**src/eroc_pkg.sv**
```systemverilog
// Package of constants and types for the emergency run override controller
package eroc_pkg;
  localparam logic [1:0]  SEL_REAL        = 2'h1;
  localparam logic [1:0]  SEL_TEST        = 2'h2;
  localparam logic [7:0]  TERM_FUNC_OVR   = 8'h33;   // Function code 51
  localparam logic [15:0] FREQ_DEFAULT    = 16'h1770; // 60.00 Hz in 0.01 Hz
  localparam logic        DIR_FWD         = 1'b0;
  localparam logic        DIR_REV         = 1'b1;
  localparam int          NUM_TERMS       = 11;
  localparam int          CLK_HZ          = 40000000;
  localparam int          MS_PER_S        = 1000;
  localparam int          TICK_CYCLES     = CLK_HZ / MS_PER_S; // One ms tick
  localparam logic [15:0] RETRY_MS_DEFAULT = 16'h03E8;
  // Fault vector group widths
  localparam int F_IGN_W   = 13;  // Suppressible fault group width
  localparam int F_RST_W   = 3;   // Ground, overcurrent one, overvoltage
  localparam int F_TRIP_W  = 3;   // Diagnostic, overcurrent two, safety option
  // Register map
  localparam logic [3:0] A_SEL    = 4'h0;
  localparam logic [3:0] A_FREQ   = 4'h1;
  localparam logic [3:0] A_DIR    = 4'h2;
  localparam logic [3:0] A_CNT    = 4'h3;
  localparam logic [3:0] A_RETRY  = 4'h4;
  localparam logic [3:0] A_STAT   = 4'h5;
  localparam logic [3:0] A_IRQST  = 4'h6;
  localparam logic [3:0] A_IRQEN  = 4'h7;
  localparam logic [3:0] A_IRQCLR = 4'h8;
  localparam logic [3:0] A_TFUNC0 = 4'h9;  // Terminal functions packed, index 9..
  localparam int IRQ_W = 4;
  localparam int IRQ_START = 0;
  localparam int IRQ_STOP  = 1;
  localparam int IRQ_RETRY = 2;
  localparam int IRQ_TRIP  = 3;
  typedef enum logic [4:0] {
    ST_IDLE   = 5'b00001,
    ST_RUN    = 5'b00010,
    ST_WAIT   = 5'b00100,
    ST_SEARCH = 5'b01000,
    ST_TRIP   = 5'b10000
  } eroc_state_t;
endpackage

```
**src/eroc_top.sv**
```systemverilog
// Emergency run override controller: arming, frequency/direction override, fault sorting
// Function
// - Selection code 1 is real override, code 2 is rehearsal.
// - Override runs while a terminal assigned function 51 is asserted.
// - Warning output stays high while the override runs.
// - Frequency, direction and run command are replaced; rest follows prior mode.
// - Override frequency setting drives run frequency, default 60.00 Hz.
// - Direction setting: 0 forward, 1 reverse.
// - Counter increments per activation, only in real mode.
// - Real override suppresses minor faults and keeps running.
// - Real override: ground, overcurrent one, overvoltage trip then auto restart.
// - Real override: diagnostic, overcurrent two, safety error trip normally.
// - Auto restart starts only after retry delay elapses.
// - Restart after retry goes through speed search.
// - Override only in speed-control mode, never in torque mode.
// - Rehearsal runs override without counting and trips on every fault.
module eroc_top #(
  parameter int TICK_DIV = eroc_pkg::TICK_CYCLES
) (
  input  wire logic                         clk,            // 40 MHz clock
  input  wire logic                         rst,            // Async reset, high
  input  wire logic [3:0]                   addr,           // Register index
  input  wire logic [31:0]                  wdata,          // Write data
  input  wire logic                         wr,             // Write strobe
  input  wire logic                         rd,             // Read strobe
  output logic      [31:0]                  rdata,          // Read data, cycle after rd
  input  wire logic [eroc_pkg::NUM_TERMS-1:0] term_in,      // Input terminal levels
  input  wire logic                         torque_mode,    // Drive in torque control
  input  wire logic [15:0]                  norm_freq,      // Normal command frequency
  input  wire logic                         norm_dir,       // Normal command direction
  input  wire logic                         norm_run,       // Normal run command
  input  wire logic [eroc_pkg::F_IGN_W-1:0]  fault_ign,     // Suppressible faults
  input  wire logic [eroc_pkg::F_RST_W-1:0]  fault_rst,     // Ground/overcurrent_level_one/overvoltage
  input  wire logic [eroc_pkg::F_TRIP_W-1:0] fault_trip,    // Diagnostic/overcurrent_level_two/safety
  input  wire logic                         search_done,    // Speed search finished
  output logic      [15:0]                  cmd_freq,       // Frequency to speed control
  output logic                              cmd_dir,        // Direction to speed control
  output logic                              cmd_run,        // Run command
  output logic                              trip_out,       // Trip request to fault handler
  output logic                              search_req,     // Start with speed search
  output logic                              warn_out,       // Override warning
  output logic                              irq             // Interrupt level
);
  localparam int NT = eroc_pkg::NUM_TERMS;
  initial begin
    if (TICK_DIV < 2) $error("TICK_DIV too small");
  end

  logic                  tick;
  logic                  retry_done;
  logic [1:0]            sel_reg, sel_next;
  logic [15:0]           freq_reg, freq_next;
  logic                  dir_reg, dir_next;
  logic [15:0]           cnt_reg, cnt_next;
  logic [15:0]           retry_reg, retry_next;
  logic [7:0]            tfunc_reg [NT], tfunc_next [NT];
  logic [eroc_pkg::IRQ_W-1:0] ist_reg, ist_next, ien_reg, ien_next;
  logic [31:0]           rdata_reg, rdata_next;
  eroc_pkg::eroc_state_t st_reg, st_next;
  logic                  real_q, real_next;
  logic                  armed, trig, mode_real, any_ign, any_rst, any_trip;
  logic [eroc_pkg::IRQ_W-1:0] ev;
  logic                  start_t, cancel_t;
  logic                  trip_reg, trip_next;

  eroc_tick #(.DIV(TICK_DIV)) u_tick (
    .clk  (clk),
    .rst  (rst),
    .tick (tick)
  );

  eroc_retry_timer u_retry (
    .clk    (clk),
    .rst    (rst),
    .tick   (tick),
    .start  (start_t),
    .cancel (cancel_t),
    .delay  (retry_reg),
    .done   (retry_done)
  );

  function automatic logic [31:0] tfunc_word(input int base);
    logic [31:0] w;
    w = 32'h0000_0000;
    for (int k = 0; k < 4; k++) begin
      if (base + k < NT) w[k*8 +: 8] = tfunc_reg[base + k];
    end
    return w;
  endfunction

  // Arming and trigger
  always_comb begin
    mode_real = (sel_reg == eroc_pkg::SEL_REAL);
    armed = (mode_real || sel_reg == eroc_pkg::SEL_TEST) && !torque_mode;
    trig  = 1'b0;
    for (int i = 0; i < NT; i++) begin
      if (term_in[i] && tfunc_reg[i] == eroc_pkg::TERM_FUNC_OVR) trig = 1'b1;
    end
    any_ign  = |fault_ign;
    any_rst  = |fault_rst;
    any_trip = |fault_trip;
  end

  // Override sequencer
  always_comb begin
    st_next   = st_reg;
    real_next = real_q;
    start_t   = 1'b0;
    cancel_t  = 1'b0;
    trip_next = trip_reg;
    ev        = '0;
    case (st_reg)
      eroc_pkg::ST_IDLE: begin
        trip_next = 1'b0;
        if (armed && trig) begin
          st_next   = eroc_pkg::ST_RUN;
          real_next = mode_real;
          ev[eroc_pkg::IRQ_START] = 1'b1;
        end
      end
      eroc_pkg::ST_RUN, eroc_pkg::ST_SEARCH: begin
        if (!armed || !trig) begin
          st_next = eroc_pkg::ST_IDLE;
          ev[eroc_pkg::IRQ_STOP] = 1'b1;
        end else if (any_trip || (!real_q && (any_rst || any_ign))) begin
          // Hard faults always trip; rehearsal never suppresses
          st_next   = eroc_pkg::ST_TRIP;
          trip_next = 1'b1;
          ev[eroc_pkg::IRQ_TRIP] = 1'b1;
        end else if (any_rst) begin
          st_next   = eroc_pkg::ST_WAIT;
          trip_next = 1'b1;
          start_t   = 1'b1;
          ev[eroc_pkg::IRQ_RETRY] = 1'b1;
        end else if (st_reg == eroc_pkg::ST_SEARCH && search_done) begin
          st_next = eroc_pkg::ST_RUN;
        end
        // Suppressible faults in real mode fall through: keep running
      end
      eroc_pkg::ST_WAIT: begin
        if (!armed || !trig) begin
          cancel_t  = 1'b1;
          // Trip drops with the state, no stale trip while idle
          trip_next = 1'b0;
          st_next   = eroc_pkg::ST_IDLE;
          ev[eroc_pkg::IRQ_STOP] = 1'b1;
        end else if (any_trip) begin
          cancel_t  = 1'b1;
          st_next   = eroc_pkg::ST_TRIP;
          ev[eroc_pkg::IRQ_TRIP] = 1'b1;
        end else if (retry_done) begin
          trip_next = 1'b0;
          st_next   = eroc_pkg::ST_SEARCH;
        end
      end
      eroc_pkg::ST_TRIP: begin
        // Latched until trigger drops, selection disarms or torque mode is entered
        if (!armed || !trig) begin
          st_next   = eroc_pkg::ST_IDLE;
          trip_next = 1'b0;
          ev[eroc_pkg::IRQ_STOP] = 1'b1;
        end
      end
      default: begin
        st_next   = eroc_pkg::ST_IDLE;
        trip_next = 1'b0;
      end
    endcase
  end

  // Register file
  always_comb begin
    sel_next   = sel_reg;
    freq_next  = freq_reg;
    dir_next   = dir_reg;
    retry_next = retry_reg;
    ien_next   = ien_reg;
    for (int i = 0; i < NT; i++) tfunc_next[i] = tfunc_reg[i];
    cnt_next = cnt_reg;
    if (ev[eroc_pkg::IRQ_START] && mode_real && cnt_reg != 16'hFFFF) begin
      cnt_next = cnt_reg + 16'h0001;
    end
    ist_next = ist_reg;
    if (wr && addr == eroc_pkg::A_IRQCLR) ist_next = ist_reg & ~wdata[eroc_pkg::IRQ_W-1:0];
    ist_next = ist_next | ev;  // Set beats clear
    if (wr) begin
      case (addr)
        eroc_pkg::A_SEL: begin
          // Selection frozen while torque control
          if (!torque_mode) sel_next = wdata[1:0];
        end
        eroc_pkg::A_FREQ:  freq_next  = wdata[15:0];
        eroc_pkg::A_DIR:   dir_next   = wdata[0];
        eroc_pkg::A_RETRY: retry_next = wdata[15:0];
        eroc_pkg::A_IRQEN: ien_next   = wdata[eroc_pkg::IRQ_W-1:0];
        default: begin
          for (int j = 0; j < 3; j++) begin
            if (addr == eroc_pkg::A_TFUNC0 + 4'(j)) begin
              for (int k = 0; k < 4; k++) begin
                if (j*4 + k < NT) tfunc_next[j*4 + k] = wdata[k*8 +: 8];
              end
            end
          end
        end
      endcase
    end
    rdata_next = 32'h0000_0000;
    if (rd) begin
      case (addr)
        eroc_pkg::A_SEL:   rdata_next = {30'h0, sel_reg};
        eroc_pkg::A_FREQ:  rdata_next = {16'h0000, freq_reg};
        eroc_pkg::A_DIR:   rdata_next = {31'h0, dir_reg};
        eroc_pkg::A_CNT:   rdata_next = {16'h0000, cnt_reg};
        eroc_pkg::A_RETRY: rdata_next = {16'h0000, retry_reg};
        eroc_pkg::A_STAT:  rdata_next = {24'h0, 1'b0, trip_reg, armed, st_reg};
        eroc_pkg::A_IRQST: rdata_next = {28'h0, ist_reg};
        eroc_pkg::A_IRQEN: rdata_next = {28'h0, ien_reg};
        eroc_pkg::A_TFUNC0: rdata_next = tfunc_word(0);
        eroc_pkg::A_TFUNC0 + 4'h1: rdata_next = tfunc_word(4);
        eroc_pkg::A_TFUNC0 + 4'h2: rdata_next = tfunc_word(8);
        default: rdata_next = 32'h0000_0000;
      endcase
    end
  end

  always_ff @(posedge clk or posedge rst) begin
    if (rst) begin
      st_reg    <= eroc_pkg::ST_IDLE;
      real_q    <= 1'b0;
      trip_reg  <= 1'b0;
      sel_reg   <= 2'h0;
      freq_reg  <= eroc_pkg::FREQ_DEFAULT;
      dir_reg   <= eroc_pkg::DIR_FWD;
      cnt_reg   <= 16'h0000;
      retry_reg <= eroc_pkg::RETRY_MS_DEFAULT;
      ist_reg   <= '0;
      ien_reg   <= '0;
      rdata_reg <= 32'h0000_0000;
      for (int i = 0; i < NT; i++) tfunc_reg[i] <= 8'h00;
    end else begin
      st_reg    <= st_next;
      real_q    <= real_next;
      trip_reg  <= trip_next;
      sel_reg   <= sel_next;
      freq_reg  <= freq_next;
      dir_reg   <= dir_next;
      cnt_reg   <= cnt_next;
      retry_reg <= retry_next;
      ist_reg   <= ist_next;
      ien_reg   <= ien_next;
      rdata_reg <= rdata_next;
      for (int i = 0; i < NT; i++) tfunc_reg[i] <= tfunc_next[i];
    end
  end

  // Command mux: outside override, normal path passes untouched
  logic ovr;
  always_comb begin
    ovr        = (st_reg != eroc_pkg::ST_IDLE);
    cmd_freq   = ovr ? freq_reg : norm_freq;
    cmd_dir    = ovr ? dir_reg : norm_dir;
    cmd_run    = ovr ? (st_reg == eroc_pkg::ST_RUN || st_reg == eroc_pkg::ST_SEARCH) : norm_run;
    search_req = (st_reg == eroc_pkg::ST_SEARCH);
    warn_out   = ovr;
    trip_out   = trip_reg;
    irq        = |(ist_reg & ien_reg);
    rdata      = rdata_reg;
  end
endmodule

```
**src/eroc_tick.sv**
```systemverilog
// Millisecond enable pulse divider
module eroc_tick #(
  parameter int DIV = eroc_pkg::TICK_CYCLES
) (
  input  wire logic clk,   // System clock
  input  wire logic rst,   // Async reset
  output logic      tick   // One-cycle pulse each period
);
  localparam int W = $clog2(DIV);
  initial begin
    if (DIV < 2) $error("DIV too small");
  end
  logic [W-1:0] cnt_reg;
  logic [W-1:0] cnt_next;
  always_comb begin
    cnt_next = (cnt_reg == W'(DIV - 1)) ? '0 : cnt_reg + 1'b1;
  end
  always_ff @(posedge clk or posedge rst) begin
    if (rst) cnt_reg <= '0;
    else cnt_reg <= cnt_next;
  end
  assign tick = (cnt_reg == W'(DIV - 1));
endmodule

```
**src/eroc_retry_timer.sv**
```systemverilog
// Retry delay countdown in millisecond ticks
module eroc_retry_timer (
  input  wire logic        clk,     // System clock
  input  wire logic        rst,     // Async reset
  input  wire logic        tick,    // Millisecond enable
  input  wire logic        start,   // Load delay
  input  wire logic        cancel,  // Abort countdown
  input  wire logic [15:0] delay,   // Delay in ms
  output logic             done     // Pulse when delay elapsed
);
  logic [15:0] cnt_reg;
  logic [15:0] cnt_next;
  logic        act_reg;
  logic        act_next;
  logic        done_next;
  logic        done_reg;
  always_comb begin
    cnt_next  = cnt_reg;
    act_next  = act_reg;
    done_next = 1'b0;
    if (cancel) begin
      act_next = 1'b0;
    end else if (start) begin
      cnt_next = delay;
      act_next = 1'b1;
    end else if (act_reg && tick) begin
      // First tick may land right after start, so one extra tick guarantees the full delay
      if (cnt_reg == 16'h0000) begin
        act_next  = 1'b0;
        done_next = 1'b1;
      end else begin
        cnt_next = cnt_reg - 16'h0001;
      end
    end
  end
  always_ff @(posedge clk or posedge rst) begin
    if (rst) begin
      cnt_reg  <= 16'h0000;
      act_reg  <= 1'b0;
      done_reg <= 1'b0;
    end else begin
      cnt_reg  <= cnt_next;
      act_reg  <= act_next;
      done_reg <= done_next;
    end
  end
  assign done = done_reg;
endmodule

```
**config.mk**
```make
export PLATFORM = sky130hd
export DESIGN_NAME = eroc_top
export DESIGN_NICKNAME = d
export VERILOG_FILES = /design/src/eroc_pkg.sv /design/src/eroc_top.sv /design/src/eroc_tick.sv /design/src/eroc_retry_timer.sv
export SDC_FILE = /design/constraint.sdc
export NUM_CORES = 1
export LEC_CHECK = 0
export BUFFER_PORTS_ARGS = -buffer_cell sky130_fd_sc_hd__buf_4
export CAP_MARGIN = 10
export CORE_MARGIN = 2
export CORE_UTILIZATION = 62
export DETAILED_ROUTE_END_ITERATION = 16
export GPL_ROUTABILITY_DRIVEN = 0
export HOLD_SLACK_MARGIN = 0.06
export MAX_ROUTING_LAYER = met4
export PLACE_DENSITY = 0.85
export SLEW_MARGIN = 0
export SYNTH_ARGS = -nofsm -noshare
export SYNTH_HDL_FRONTEND = slang
export SYNTH_HIERARCHICAL = 1
export SYNTH_SLANG_ARGS = --single-unit
```
**constraint.sdc**
```tcl
create_clock -name clk -period 8 [get_ports clk]
set_input_delay 0 -clock clk [delete_from_list [all_inputs] [get_ports clk]]
set_output_delay 0 -clock clk [all_outputs]
set_load 0.005 [all_outputs]
```
==> impl_metrics.ini <==
[placed_design]
port_buffers = 143
pre_cts_ws_ps = 4190
dp_hpwl_um = 19300

[timing]
fmax_mhz = 253
slew_viol_final = 0
finalHoldViolCount = 0
postLayoutSetupSlackWorst_ps = 4050
setup_violations = 0
relSlewSlack_pct = 26.7
post-route-min-period_ps = 3950
setup_tns_ps = 0
grt_setup_unrepaired = no
worst_pin_slew_ps = 1100
finalCritPeriodShare_pct = 49.3
whs_ps = 164
skew_ps = 19.4

[global_routing]
grt_pass1_wl_um = 49500
grt_antenna_before_repair = 0
track_usage_pct = 36.0
grt.overflow.total = 0
grt_max_degree = 112
grt_pass1_vias = 9091

[logic_synthesis]
synthArstFlopShare_pct = 100
ys_types = 71
synth_nets = 1032
yosysWarnings = 6
synth-main-ff-cell = dfrtp_1
syn_area_um2 = 10600
synthCells = 938
synth_edf_count = 0
synth_top_area_share_pct = 48.8
avgSynthCellArea_um2 = 11.3
synth.most_common_cell = dfrtp_1
synth_top_area_cell = dfrtp_1
ys_ff_latch = 220
synthTopCellsByCount = dfrtp_1 (206), mux2_2 (130), nand2_1 (106)
synth.top_cells.by_area = dfrtp_1 (49%), mux2_2 (14%), a22oi_1 (4.0%), nand2_1 (3.8%), dfstp_2 (3.5%)
ys_seq_area_share_pct = 52.3

[detailed_routing]
routed_wl_um = 31100
via_per_inst = 6.63
post-route-drc-count = 0
via_count = 8953
final_antenna_net_count = 0
drt_iter0_drc = 1137
wl_per_cell_um = 23.0
firstDrtPassIters = 8

[finish]
multi_input_area_um2 = 4760
area_delta_synth_final_pct = 23.9
fin_util_pct = 78.7
largest_register_ffs = 88
fin_nets = 1207
antennaDiodeCount = 0
final_layout_size_suffix_gt1_share_pct = 31.8
fillers = 996
regArea_um2 = 5520

[power]
pwr-share-seq_pct = 46.0
p_leak_uw = 0.00585
p_int_uw = 2280
combPwrFrac_pct = 17.2
ir_worst_vdd_uv = 235
clockPowerShare_pct = 36.7
switching_power_uw = 853
power.density_nw_per_um2 = 239
p_sw_share_pct = 27.2

[clock_tree]
clkLatencyLatePin_ps = 520
cts.sinks = 220
cts_tree = yes
cts_resized = 0
cts-root-buf = clkbuf_16
path_clk_slew_ps = 60
clk_path_buf_depth = 3
cts_buffers = 23
cts_max_level = 1

[status]
status = finished, final reports clean

[setup_path]
crit_slowest_cell = or4_2
crit_fanout = 14
crit_path_start_kind = flop
end_kind = flop
crit_top_cell = nor4_1
critical-path-max-stage-delay_ps = 760
required_ps = 8370
arrival_ps = 4310
crit_chain = nand4b_1 -> nor4_1 -> nor4_1 -> a311oi_4 -> and2_1 -> nor2_1 -> nand3b_1 -> or4_2 -> nand3_1 -> o21ai_0
critPathKind = reg -> reg

[die]
start_util_pct = 63.5
rows = 47
die-width_um = 135
core_um2 = 16600
dieHeight_um = 135
num_io_pins = 144
die_area_um2 = 18100

[worst_hold_path]
hp-class = in -> async

[run]
drv_cap = 0
-- cell usage in the layout (no fill, tap or decap), drive strengths merged, types with 10 or more instances in the layout --
cell type and instances:
a21oi 23, a22oi 56, a31oi 14, buf 155, clkbuf 30, dfrtp 206
dfstp 14, dlygate4sd3 50, inv 14, mux2 138, nand2 106, nand3 24
nand4 16, nor2 54, nor3 18, nor4 25, o21ai 10, o22ai 10
xnor2 23
-- path summary, 6_finish.rpt --
check	slack, ps	endpoint	startpoint	cells past startpoint
worst max-delay path	4050	u_retry/cnt_reg[11]	tfunc_reg[70]	10
worst min-delay path	160	u_tick/cnt_reg[10]	rst	3
worst max register to register	4050	u_retry/cnt_reg[11]	tfunc_reg[70]	10
worst min register to register	490	u_tick/cnt_reg[0]	u_tick/cnt_reg[0]	1
max in group asynchronous	6180	freq_reg[14]	rst	4
min in group clk	170	st_reg[4]	fault_rst[0]	5
-- per-layer routing --
metal / vias to the layer above / track usage, % / part of all wire (%)
met5: - / - / 0
met4: 0 / 15.6 / 5.0
met3: 156 / 7.51 / 9.3
met2: 599 / 57.0 / 48
met1: 4376 / 45.4 / 38
li1: 3822 / - / -
-- area by class of cell --
type | count | share of cell area, %
clock buffer | 30 | 4.98
clock inverter | 12 | 1.27
timing repair buffer | 205 | 12.7
tap | 220 | 2.10
multi-input combinational | 650 | 36.3
sequential | 220 | 42.2
inverter | 13 | 0.411
-- stage by stage --
stage	total power (µW)	std cells	cell area, µm²
after floorplan	1710	938	10600
after global placement	1920	1258	11800
after detailed placement	1950	1258	11800
after CTS	3110	1350	13100
after global routing	3250	1350	13100
final	3130	1350	13100
-- power by group through the flow --
stage | combinational (µW) | clock [µW] | sequential [µW]
after detailed placement | 504 | 0 | 1440
after global placement | 488 | 0 | 1430
after floorplan | 327 | 0 | 1390
final | 540 | 1150 | 1440
after CTS | 530 | 1160 | 1430
after global routing | 586 | 1210 | 1460
-- cells by family (layout without fill, tap and decap cells) --
logic type	Yosys count	after routing	synth area share (%)
AO/OA/AOI/OAI	155	155	10.6
XOR/XNOR	30	30	2.49
adder cells (fa/ha/maj)	4	4	0.474
buffers and inverters	68	260	2.68
flip-flops	220	220	52.3
multiplexers	145	145	15.4
AND/OR/NAND/NOR	316	316	16.0
-- critical path: cells and delay by family, from the launching register on --
kind,cells,cell delay (ps)
AND/OR/NAND/NOR,8,2660
AO/OA/AOI/OAI,2,740
flip-flops,1,390
-- timing repair --
action / in CTS / in global routing
hold buffers: 50 / 0
setup buffers: 0 / 0
hold endpoints to repair: 290 / 0
(Power assumes the default switching activity.)
